File: src/verilog/msu_pkg.sv
// constants, field positions, reset values and enumerations of the multiply/shift unit.
// assumes a single core clock; the status word and control strobes come from the core sequencer.
// Operation
// - 17x17 two's-complement multiply or multiply-accumulate completes in one cycle
// - each operand is a 16-bit value with an added bit 16
// - added bit is zero for unsigned or copy of bit 15 for signed
// - product low word goes to ALU, loaded or combined into accumulator same cycle
// - product high word latched into product-high register at end of cycle
// - multiplicand comes from data memory, addressed accumulator or its offset partner
// - multiplier operand from multiplier register, or shift-value register for barrel shifts
// - shift value decodes to one-hot 16-bit operand giving a 32-bit shifted result
// - fractional shift mode shifts decoded operand one more place left
// - fractional shift mode bit is read from processor status word each operation
// - product-high, shift-value and multiplier registers load from and store to data memory
// - accumulator can move into product-high and product-high into accumulator
// - multiplier register loads long and short immediate constants from program memory
// - multiplicand register written only from data bus and never readable
// - ALU result written into one of 32 16-bit accumulator registers
// - accumulator block presents addressed register, offset partner, or both
// - ALU first input selects zero, data bus, product high, product low, offset
package msu_pkg;
	localparam int WORD_W      = 16;
	localparam int OPND_W      = 17;
	localparam int WIDE_W      = 18;
	localparam int PROD_W      = 36;
	localparam int SV_W        = 4;
	localparam int ACC_ADDR_W  = 5;
	localparam int ACC_DEPTH   = 32;
	localparam int STAT_W      = 16;
	localparam int SHORT_IMM_W = 8;
	localparam int FM_BIT      = 4;
	localparam int SIGN_BIT    = 15;
	localparam int PH_LSB      = 16;

	localparam logic [ACC_ADDR_W-1:0] ACC_OFFSET = 5'h10;
	localparam logic [WORD_W-1:0]     MR_RST     = 16'h0000;
	localparam logic [WORD_W-1:0]     PH_RST     = 16'h0000;
	localparam logic [WORD_W-1:0]     MCAND_RST  = 16'h0000;
	localparam logic [WORD_W-1:0]     ACC_RST    = 16'h0000;
	localparam logic [SV_W-1:0]       SV_RST     = 4'h0;

	typedef enum logic [1:0] {MSU_OP_NONE, MSU_OP_ALU, MSU_OP_MPY, MSU_OP_SHIFT} msu_op_type;
	typedef enum logic [1:0] {MSU_FN_LOAD, MSU_FN_ADD, MSU_FN_SUB} msu_func_type;
	typedef enum logic [1:0] {MSU_MC_DMEM, MSU_MC_ACC, MSU_MC_OFFSET} msu_mcand_type;
	typedef enum logic [2:0] {
		MSU_AF_ZERO, MSU_AF_DBUS, MSU_AF_PH, MSU_AF_PL, MSU_AF_OFFSET
	} msu_afirst_type;
	typedef enum logic [1:0] {MSU_ST_NONE, MSU_ST_PH, MSU_ST_SV, MSU_ST_MR} msu_store_type;
	typedef enum logic [1:0] {
		MSU_MRLD_NONE, MSU_MRLD_DBUS, MSU_MRLD_LONG, MSU_MRLD_SHORT
	} msu_mrld_type;
endpackage : msu_pkg

File: src/verilog/msu_multiply_shift_unit.sv
// multiply/shift unit: 17x17 multiplier, barrel shift, product-high and accumulator block.
// assumes control inputs come from the core sequencer on mclk and are valid every cycle.
`timescale 1ns/1ns
module msu_multiply_shift_unit (
	input  wire logic                                mclk,             // core clock
	input  wire logic                                sys_rst,          // async reset, high
	input  wire msu_pkg::msu_op_type                 op,               // operation this cycle
	input  wire msu_pkg::msu_func_type               func,             // ALU combine function
	input  wire msu_pkg::msu_afirst_type             afirst_sel,       // ALU first input, alu op
	input  wire msu_pkg::msu_mcand_type              mcand_src,        // multiplicand source
	input  wire logic                                mcand_signed,     // signed multiplicand
	input  wire logic                                mplier_signed,    // signed multiplier
	input  wire logic [msu_pkg::STAT_W-1:0]          stat_word,        // processor status word
	input  wire logic [msu_pkg::ACC_ADDR_W-1:0]      acc_addr,         // addressed accumulator
	input  wire logic                                dest_offset,      // write to offset partner
	input  wire logic                                alu_b_en,         // second input = acc
	input  wire logic [msu_pkg::WORD_W-1:0]          dbus_in,          // internal data bus
	input  wire logic [msu_pkg::WORD_W-1:0]          pmem_imm,         // program memory constant
	input  wire logic                                mcand_we,         // latch multiplicand
	input  wire msu_pkg::msu_mrld_type               mr_load,          // multiplier reg load
	input  wire logic                                sv_we,            // load shift value
	input  wire logic                                ph_we_dbus,       // load ph from bus
	input  wire logic                                ph_we_acc,        // load ph from acc
	input  wire msu_pkg::msu_store_type              store_sel,        // register to store
	output logic [msu_pkg::WORD_W-1:0]               alu_result_reg,   // last ALU result
	output logic [msu_pkg::WORD_W-1:0]               acc_out_reg,      // addressed acc
	output logic [msu_pkg::WORD_W-1:0]               offset_out_reg,   // offset partner
	output logic [msu_pkg::WORD_W-1:0]               product_high_reg, // product high
	output logic [msu_pkg::WORD_W-1:0]               dbus_out_reg,     // stored value
	output logic                                     dbus_out_valid_reg // store strobe
);
	// ****************************************
	// functions
	// ****************************************
	function automatic logic [msu_pkg::OPND_W-1:0] ext17(
		input logic [msu_pkg::WORD_W-1:0] w,
		input logic                       sgn
	);
		ext17 = {sgn & w[msu_pkg::SIGN_BIT], w};
	endfunction : ext17

	// ****************************************
	// state
	// ****************************************
	logic [msu_pkg::WORD_W-1:0]     multiplier_operand_reg;
	logic [msu_pkg::SV_W-1:0]       shift_value_reg;
	logic [msu_pkg::WORD_W-1:0]     mcand_reg;
	logic [msu_pkg::WORD_W-1:0]     acc_mem [msu_pkg::ACC_DEPTH];

	logic [msu_pkg::ACC_ADDR_W-1:0] part_addr;
	logic [msu_pkg::ACC_ADDR_W-1:0] wr_addr;
	logic [msu_pkg::WORD_W-1:0]     acc_a;
	logic [msu_pkg::WORD_W-1:0]     acc_b;
	logic                           fractional_shift_mode;
	logic                           is_mult;
	logic [msu_pkg::WORD_W-1:0]     mcand_word;
	logic [msu_pkg::OPND_W-1:0]     mcand_ext;
	logic [msu_pkg::WORD_W-1:0]     shift_onehot;
	logic [msu_pkg::OPND_W-1:0]     shift_opnd;
	logic [msu_pkg::WIDE_W-1:0]     mcand_wide;
	logic [msu_pkg::WIDE_W-1:0]     mplier_wide;
	logic signed [msu_pkg::PROD_W-1:0] prod_full;
	logic [msu_pkg::WORD_W-1:0]     product_low_word;
	logic [msu_pkg::WORD_W-1:0]     prod_high;
	logic [msu_pkg::WORD_W-1:0]     alu_first_input;
	logic [msu_pkg::WORD_W-1:0]     alu_second_input;
	logic [msu_pkg::WORD_W-1:0]     alu_result_next;

	// ****************************************
	// accumulator addressing
	// ****************************************
	// the block is circular, so the partner is +16 mod 32 in both halves
	assign part_addr = acc_addr ^ msu_pkg::ACC_OFFSET;
	assign wr_addr   = dest_offset ? part_addr : acc_addr;
	assign acc_a     = acc_mem[acc_addr];
	assign acc_b     = acc_mem[part_addr];

	// ****************************************
	// multiplier datapath
	// ****************************************
	assign fractional_shift_mode = stat_word[msu_pkg::FM_BIT];
	assign is_mult = (op == msu_pkg::MSU_OP_MPY) || (op == msu_pkg::MSU_OP_SHIFT);

	always_comb begin
		unique case (mcand_src)
			msu_pkg::MSU_MC_ACC:    mcand_word = acc_a;
			msu_pkg::MSU_MC_OFFSET: mcand_word = acc_b;
			default:                mcand_word = mcand_reg;
		endcase
	end

	assign mcand_ext    = ext17(mcand_word, mcand_signed);
	assign shift_onehot = 16'h0001 << shift_value_reg;
	// fractional mode moves the one-hot bit up one place, possibly into bit 16
	assign shift_opnd   = fractional_shift_mode ? {shift_onehot, 1'b0}
	                                            : {1'b0, shift_onehot};

	// one guard bit keeps a shift operand with bit 16 set positive
	assign mcand_wide  = {mcand_ext[msu_pkg::OPND_W-1], mcand_ext};
	assign mplier_wide = (op == msu_pkg::MSU_OP_SHIFT) ? {1'b0, shift_opnd}
	                   : {1'b0, ext17(multiplier_operand_reg, mplier_signed)} |
	                     {mplier_signed & multiplier_operand_reg[msu_pkg::SIGN_BIT],
	                      {msu_pkg::OPND_W{1'b0}}};

	assign prod_full        = $signed(mcand_wide) * $signed(mplier_wide);
	assign product_low_word = prod_full[msu_pkg::WORD_W-1:0];
	assign prod_high        = prod_full[msu_pkg::PH_LSB +: msu_pkg::WORD_W];

	// ****************************************
	// ALU
	// ****************************************
	always_comb begin
		if (is_mult) begin
			alu_first_input = product_low_word;
		end else begin
			unique case (afirst_sel)
				msu_pkg::MSU_AF_DBUS:   alu_first_input = dbus_in;
				msu_pkg::MSU_AF_PH:     alu_first_input = product_high_reg;
				msu_pkg::MSU_AF_PL:     alu_first_input = product_low_word;
				msu_pkg::MSU_AF_OFFSET: alu_first_input = acc_b;
				default:                alu_first_input = '0;
			endcase
		end
	end

	assign alu_second_input = alu_b_en ? acc_a : '0;

	always_comb begin
		unique case (func)
			msu_pkg::MSU_FN_ADD: alu_result_next = alu_second_input + alu_first_input;
			msu_pkg::MSU_FN_SUB: alu_result_next = alu_second_input - alu_first_input;
			default:             alu_result_next = alu_first_input;
		endcase
	end

	// ****************************************
	// accumulator block
	// ****************************************
	always_ff @(posedge mclk or posedge sys_rst) begin
		if (sys_rst) begin
			for (int i = 0; i < msu_pkg::ACC_DEPTH; i++) begin
				acc_mem[i] <= msu_pkg::ACC_RST;
			end
		end else if (op != msu_pkg::MSU_OP_NONE) begin
			acc_mem[wr_addr] <= alu_result_next;
		end
	end

	always_ff @(posedge mclk or posedge sys_rst) begin
		if (sys_rst) begin
			alu_result_reg <= msu_pkg::ACC_RST;
			acc_out_reg    <= msu_pkg::ACC_RST;
			offset_out_reg <= msu_pkg::ACC_RST;
		end else begin
			if (op != msu_pkg::MSU_OP_NONE) begin
				alu_result_reg <= alu_result_next;
			end
			acc_out_reg    <= acc_a;
			offset_out_reg <= acc_b;
		end
	end

	// ****************************************
	// multiplier registers
	// ****************************************
	// a multiply owns the product-high register in its cycle
	always_ff @(posedge mclk or posedge sys_rst) begin
		if (sys_rst) begin
			product_high_reg <= msu_pkg::PH_RST;
		end else if (is_mult) begin
			product_high_reg <= prod_high;
		end else if (ph_we_acc) begin
			product_high_reg <= acc_a;
		end else if (ph_we_dbus) begin
			product_high_reg <= dbus_in;
		end
	end

	always_ff @(posedge mclk or posedge sys_rst) begin
		if (sys_rst) begin
			multiplier_operand_reg <= msu_pkg::MR_RST;
		end else begin
			unique case (mr_load)
				msu_pkg::MSU_MRLD_DBUS:  multiplier_operand_reg <= dbus_in;
				msu_pkg::MSU_MRLD_LONG:  multiplier_operand_reg <= pmem_imm;
				msu_pkg::MSU_MRLD_SHORT: multiplier_operand_reg <=
					{{(msu_pkg::WORD_W-msu_pkg::SHORT_IMM_W){1'b0}},
					 pmem_imm[msu_pkg::SHORT_IMM_W-1:0]};
				default:                 multiplier_operand_reg <= multiplier_operand_reg;
			endcase
		end
	end

	always_ff @(posedge mclk or posedge sys_rst) begin
		if (sys_rst) begin
			shift_value_reg <= msu_pkg::SV_RST;
		end else if (sv_we) begin
			shift_value_reg <= dbus_in[msu_pkg::SV_W-1:0];
		end
	end

	// write-only: no store path reads this register; it reaches outputs only through the multiplier
	always_ff @(posedge mclk or posedge sys_rst) begin
		if (sys_rst) begin
			mcand_reg <= msu_pkg::MCAND_RST;
		end else if (mcand_we) begin
			mcand_reg <= dbus_in;
		end
	end

	// ****************************************
	// store path to data memory
	// ****************************************
	always_ff @(posedge mclk or posedge sys_rst) begin
		if (sys_rst) begin
			dbus_out_reg       <= '0;
			dbus_out_valid_reg <= 1'b0;
		end else begin
			dbus_out_valid_reg <= (store_sel != msu_pkg::MSU_ST_NONE);
			unique case (store_sel)
				msu_pkg::MSU_ST_PH: dbus_out_reg <= product_high_reg;
				msu_pkg::MSU_ST_SV: dbus_out_reg <=
					{{(msu_pkg::WORD_W-msu_pkg::SV_W){1'b0}}, shift_value_reg};
				msu_pkg::MSU_ST_MR: dbus_out_reg <= multiplier_operand_reg;
				default:            dbus_out_reg <= dbus_out_reg;
			endcase
		end
	end

	// ****************************************
	// assertions
	// ****************************************
	logic [31:0] uref;
	logic [31:0] sref;
	logic [31:0] shref;
	assign uref  = {16'h0000, mcand_reg} * {16'h0000, multiplier_operand_reg};
	assign sref  = {{16{mcand_reg[15]}}, mcand_reg} *
	               {{16{multiplier_operand_reg[15]}}, multiplier_operand_reg};
	assign shref = fractional_shift_mode ? ({16'h0000, mcand_reg} << (shift_value_reg + 5'h01))
	                                     : ({16'h0000, mcand_reg} << shift_value_reg);
endmodule : msu_multiply_shift_unit

File: config.mk
export PLATFORM = sky130hd
export DESIGN_NAME = msu_multiply_shift_unit
export DESIGN_NICKNAME = d
export VERILOG_FILES = /design/src/verilog/msu_pkg.sv /design/src/verilog/msu_multiply_shift_unit.sv
export SDC_FILE = /design/constraint.sdc
export NUM_CORES = 2
export LEC_CHECK = 0
export CORE_MARGIN = 10
export CORE_UTILIZATION = 40
export CTS_BUF_LIST = sky130_fd_sc_hd__clkbuf_4 sky130_fd_sc_hd__clkbuf_8
export DETAILED_ROUTE_END_ITERATION = 7
export DONT_BUFFER_PORTS = 1
export PLACE_DENSITY = 0.66
export REMOVE_ABC_BUFFERS = 1
export SLEW_MARGIN = 20
export SYNTH_ARGS = -nofsm -noshare
export SYNTH_HDL_FRONTEND = slang
export SYNTH_SLANG_ARGS = --single-unit
File: constraint.sdc
create_clock -name mclk -period 18 [get_ports mclk]
set_clock_uncertainty 0.15 [all_clocks]
set_input_delay 1.8 -clock mclk [delete_from_list [all_inputs] [get_ports mclk]]
set_output_delay 1.8 -clock mclk [all_outputs]
set_load 0.02 [all_outputs]
# Word-level counts from Yosys, hierarchy flattened

Cells that the tools add are included.

Add/subtract/negate cells: 2
$mul: 1
Divide/modulo/power cells: 0
Order comparisons: 4
Equality and inequality tests: 16
Shifts and indexed selects: 1
Muxes and demuxes: 22
Bitwise operators: 7
Reductions and logical operators: 7

Operators by type and width:

| operator                                                                     | number |
|---|---|
| 512-bit bitwise mux                                                          | 1 |
| 16-bit binary-select mux with 5-bit select                                   | 2 |
| 16-bit 2-to-1 mux                                                            | 10 |
| 16-bit one-hot mux with 3 select lines                                       | 2 |
| 16-bit demux with 5-bit select                                               | 1 |
| 16-bit one-hot mux with 2 select lines                                       | 2 |
| 16-bit one-hot mux with 4 select lines                                       | 1 |
| 17-bit by 18-bit multiplier with 32-bit output                               | 1 |
| 6-bit >= comparator, second input constant                                   | 3 |
| 18-bit 2-to-1 mux                                                            | 1 |
| 5-bit inverter with 6-bit output                                             | 3 |
| 17-bit by 18-bit bitwise OR with 18-bit output                               | 1 |
| 17-bit 2-to-1 mux                                                            | 1 |
| 16-bit adder                                                                 | 1 |
| 2-bit equality test, second input constant                                   | 8 |
| 1-bit by 4-bit left shift with 16-bit output, first input constant           | 1 |
| 16-bit subtractor                                                            | 1 |
| 3-bit nonzero test                                                           | 3 |
| 2-bit by 1-bit equality test with 1-bit output, second input constant        | 4 |
| 3-bit by 2-bit equality test with 1-bit output, second input constant        | 2 |
| 6-bit by 1-bit less-than comparator with 1-bit output, second input constant | 1 |
| 5-bit 2-to-1 mux                                                             | 1 |
| 2-bit nonzero test                                                           | 2 |
| 3-bit by 1-bit equality test with 1-bit output, second input constant        | 1 |
| 5 further kinds                                                              | 6 |

Flip-flop bits (word level): 629
Latch bits: 0
RAM bits: 0
Bits in read-only memories: 0
Input bits: 76
Output and inout bits: 81
Word-level logic and storage cells: 101
Memories: 0

# Logic depth before layout (Yosys ltp)

Depth in word-level cells: 13
Depth in mapped cells: 45
Gate-level depth less buffers: 38

# Worst setup path after synthesis

No wires, ideal clock.

Path kind: input port to flip-flop
Start: input port acc_addr[0] (netlist bit)
End: register acc_mem[271] (netlist bit)
Library setup time: 140 ps
Arrival time: 11492 ps
Data required time: 17710 ps
Slack: 6219 ps
Cell stages on the path: 41
Path buffers: 11
Cell sequence: buf_6 > buf_6 > buf_2 > buf_4 > buf_2 > buf_2 > mux2_2 > nand2_1 > o41a_1 > mux2i_1 > a22o_1 > mux2i_1 > clkbuf_1 > nor2_1 > fa_1 > inv_1 > fa_1 > fa_1 > (+5 left out) > inv_1 > ha_1 > nand3_1 > o211ai_1 > o21ai_0 > xnor2_1 > a22oi_1 > clkbuf_1 > xor2_1 > ha_1 > a21oi_1 > o21a_1 > clkbuf_1 > clkbuf_1 > clkbuf_1 > nor2_1 > a2111oi_0 > nand3_1

Word-level cells in the longest chain between the ends: 11
Elaborated cells on any way between the ends: 24
Classes of those cells: add/sub: 2; mul: 1; order compare: 2; mux: 15; bitwise: 3; reduce/logical: 1

Ends and longest elaborated chain:

| item                                                       | line                                                           | source |
|---|---|---|
| start: declaration                                         | msu_multiply_shift_unit.sv:14                                  | `input wire logic [msu_pkg::ACC_ADDR_W-1:0] acc_addr,` |
| 5-bit inverter with 6-bit output (implied by the code) (*) | msu_multiply_shift_unit.sv:75                                  | `assign acc_a = acc_mem[acc_addr];` |
| 16-bit binary-select mux with 5-bit select (*)             | msu_multiply_shift_unit.sv:75                                  |  |
| 16-bit 2-to-1 mux (implied by the code) (*) (2 in a row)   | msu_multiply_shift_unit.sv:75                                  |  |
| named net acc_a, one bit                                   | msu_multiply_shift_unit.sv:52                                  | `logic [msu_pkg::WORD_W-1:0] acc_a;` |
| 16-bit one-hot mux with 2 select lines                     | msu_multiply_shift_unit.sv:85                                  | `unique case (mcand_src)` |
| 17-bit by 18-bit multiplier with 32-bit output             | msu_multiply_shift_unit.sv:105                                 | `assign prod_full = $signed(mcand_wide) * $signed(mplier_wide);` |
| 16-bit one-hot mux with 4 select lines                     | msu_multiply_shift_unit.sv:116                                 | `unique case (afirst_sel)` |
| 16-bit 2-to-1 mux                                          | msu_multiply_shift_unit.sv:113                                 | `if (is_mult) begin` |
| 16-bit subtractor or 16-bit adder (tied branches)          | msu_multiply_shift_unit.sv:131, msu_multiply_shift_unit.sv:130 |  |
| 16-bit one-hot mux with 2 select lines (*)                 | msu_multiply_shift_unit.sv:129                                 | `unique case (func)` |
| 512-bit bitwise mux (*)                                    | msu_multiply_shift_unit.sv:145                                 | `acc_mem[wr_addr] <= alu_result_next;` |
| end signal: indexed assignment                             | msu_multiply_shift_unit.sv:142                                 | `acc_mem[i] <= msu_pkg::ACC_RST;` |
| end signal: indexed assignment                             | msu_multiply_shift_unit.sv:145                                 |  |
| end: declaration                                           | msu_multiply_shift_unit.sv:48                                  | `logic [msu_pkg::WORD_W-1:0] acc_mem [msu_pkg::ACC_DEPTH];` |

Mark *: on every way through the listed nets, which the timed path passes. The rest lies on a longest branch. The select of a mux whose other input is x is not followed.
A chain may end at the register's enable or synchronous reset.

# Worst setup path after layout

Start: input port acc_addr[1] (netlist bit)
End: register acc_mem[511] (netlist bit)

Same word-level chain as after synthesis.

==> impl_metrics.json <==
{
  "tightestPinTransition_ps": 1150,
  "syn-cell-area_um2": 43290,
  "netlist_instances": 4612,
  "clockBufferDepth": 3,
  "synth_cell_type_count": 84,
  "worstSkewPairLatency_ps": 800,
  "power_uw": 8063,
  "drc": 0,
  "rows": 120,
  "ctsHtreeMaxLevel": 3,
  "grt_pass1_wl_mm": 211.9,
  "period_needed_ps": 11930,
  "synthArstFlopShare_pct": 100.0,
  "initial_core_util_pct": 40.38,
  "leakage_uw": 0.02129,
  "ioPinCount": 157,
  "max_freq_ghz": 0.08383,
  "drive_above_1_share_pct": 11.69,
  "synth_edf_count": 0,
  "dp_slack_ps": 5634,
  "die_w_um": 349.0,
  "critPathRequiredTime_ps": 18470,
  "grt_usage_pct": 22.58,
  "start_kind": "primary input",
  "critical_path_class": "primary input to register",
  "area_growth_pct": 8.803,
  "ctsHoldBuffers": 0,
  "finalSetupViolCount": 0,
  "hold_path_class": "register to register",
  "grt_setup_unrepaired": "false",
  "report.final.slew_viol_count": 0,
  "tritoncts": "built",
  "ys_warn_count": 0,
  "yosysSeqAreaShare_pct": 36.36,
  "root_buffer": "clkbuf_8",
  "ctsResizeCount": 0,
  "core_area_um2": 107200,
  "worst_ir_drop_vdd_uv": 327.9,
  "status": "finished, final reports clean",
  "fin_ws_ps": 6071,
  "cts.sinks": 629,
  "use_met3_pct": 5.677,
  "cap_violations": 0,
  "worstSetupEndpointType": "register",
  "cts_buffers": 108,
  "slowest_stage": "buf_4",
  "syn_area_per_cell_um2": 9.387,
  "port_buffers": 0,
  "routed-via-count": 34618,
  "routed_wl_mm": 138.7,
  "largest_reg_flops": 512,
  "post-dp-hpwl_mm": 93.74,
  "ant_nets": 0,
  "path_clk_slew_ps": 60,
  "dr.first_iter.drc_count": 3322,
  "arrival_ps": 12400,
  "viasPerCell": 5.786,
  "post-cts-setup-buffers": 0,
  "power_per_cell_area_nw_per_um2": 171.2,
  "crit_path_max_incr_delay_ps": 740,
  "top_register": "acc_mem",
  "avgRoutedWirePerCell_um": 23.19,
  "gr-total-overflow": 0,
  "grt_pass1_vias": 34256,
  "grt_max_degree": 150,
  "met2_usage_pct": 34.94,
  "finalCritPeriodShare_pct": 66.27,
  "die_h_um": 349.0,
  "gp_congestion": 0.9248,
  "synth_ff_type": "dfrtp_1",
  "slew_headroom_pct": 23.32,
  "holdWs_ps": 321.5,
  "nNetsFinal": 4954,
  "ys_seq_elements": 629,
  "critPathMaxFanout": 148,
  "met1_usage_pct": 29.65,
  "dr.pass1.iters": 6,
  "finalHoldViolations": 0,
  "dieArea_um2": 121800,
  "grt_busiest_layer": "met2",
  "antenna_found_initial": 9,
  "cp_common_cell": "fa_1"
}
## power by group
| part | leakage, µW | internal [µW] | switching (µW) |
|---|---|---|---|
| clock | 0.00132 | 836 | 648 |
| combinational | 0.0118 | 1480 | 2740 |
| sequential | 0.00812 | 1960 | 409 |
| total | 0.0213 | 4270 | 3790 |
## layout make-up
cell class	count	area, µm²
Multi-Input combinational cell	3330	25050
Antenna cell	5	12.51
Fill cell	10277	60100
Sequential cell	629	15740
Timing Repair Buffer	122	928.4
Clock buffer	175	2183
Tap cell	1403	1755
Inverter	296	1119
Clock inverter	23	316.6
## metal layers
layer	share of wire, %	vias up
li1	-	15396
met1	40	17293
met2	44	1566
met3	10	359
met4	4.9	4
met5	0.014	-
## cells in the mapped netlist (7+ instances only)
library cell | count | share of area (%)
a22oi_1 | 65 | 1.1
nor3_1 | 83 | 0.96
ha_1 | 102 | 2.9
a31oi_1 | 12 | 0.17
nor2b_1 | 30 | 0.43
nor4_1 | 36 | 0.52
o21ai_1 | 10 | 0.12
buf_4 | 14 | 0.24
fa_1 | 289 | 13
buf_2 | 29 | 0.34
a21oi_1 | 124 | 1.4
nor4b_1 | 33 | 0.67
mux2_2 | 52 | 1.4
clkbuf_1 | 289 | 2.5
dfrtp_1 | 629 | 36
nand2_1 | 845 | 7.3
mux2i_1 | 168 | 3.9
nand3_1 | 81 | 0.94
o211a_1 | 33 | 0.76
inv_1 | 292 | 2.5
or2_2 | 15 | 0.22
xnor2_1 | 44 | 0.89
xor2_1 | 20 | 0.40
mux4_2 | 104 | 5.4
and3_1 | 10 | 0.14
o22ai_1 | 7 | 0.10
a2111oi_1 | 20 | 0.46
o211ai_1 | 10 | 0.17
or3_1 | 7 | 0.10
nor2_1 | 377 | 3.3
a21o_1 | 13 | 0.23
buf_6 | 8 | 0.21
a2111oi_2 | 8 | 0.28
a22o_1 | 30 | 0.61
buf_1 | 17 | 0.15
a211oi_1 | 17 | 0.29
o21ai_0 | 518 | 6.0
nand2b_1 | 38 | 0.55
and2_1 | 28 | 0.40
## critical path, delay by kind of cell
kind            cells  cell delay (ps)
compound gates     10             3480
mux                 1              440
xor+xnor            2              370
buf+inv             5              970
simple gates        8             1200
fa+ha+maj           8             3790
## through the flow
stage	area (µm²)	setup TNS [ps]	std cells	utilization, %
6_report	47100	0	5983	43.94
5_1_grt	47090	0	5979	43.93
4_1_cts	47090	0	5978	43.93
3_5_place_dp	44590	0	5780	41.60
3_3_place_gp	44590	0	5780	41.60
2_1_floorplan	41800	-985720	4255	-
## logic make-up after synthesis
family / share of synthesized area [%]
flip-flops: 36.36
XOR/XNOR: 1.295
multiplexers: 10.65
AO/OA/AOI/OAI: 13.50
buffers and inverters: 6.006
adder cells (fa/ha/maj): 16.31
AND/OR/NAND/NOR: 15.88
## cell usage in the layout (no fill, tap or decap), types with 20 or more instances in the layout
cell,n
a2111oi_1,20
a21oi_1,117
a22o_1,30
a22oi_1,64
and2_1,28
buf_4,121
clkbuf_4,36
clkbuf_8,139
dfrtp_1,629
fa_1,289
ha_1,101
inv_1,291
mux2_2,52
mux2i_1,167
mux4_2,104
nand2_1,845
nand2b_1,38
nand3_1,81
nor2_1,375
nor2b_1,30
nor3_1,83
nor4_1,36
nor4b_1,33
o211a_1,33
o21ai_0,516
xnor2_1,44
xor2_1,20
## worst paths after layout
check / endpoint / start / cells after the start / slack (ps)
worst min register to register: acc_mem[415] / acc_mem[415] / 2 / 320
max in group asynchronous: acc_mem[215] / sys_rst / 4 / 14020
worst max-delay path: acc_mem[511] / acc_addr[1] / 34 / 6070
worst min-delay path: acc_mem[415] / acc_mem[415] / 2 / 320
worst max register to register: acc_mem[511] / acc_mem[340] / 34 / 6980
min in group asynchronous: acc_mem[113] / sys_rst / 1 / 820
Power figures use the tool's default switching activity.
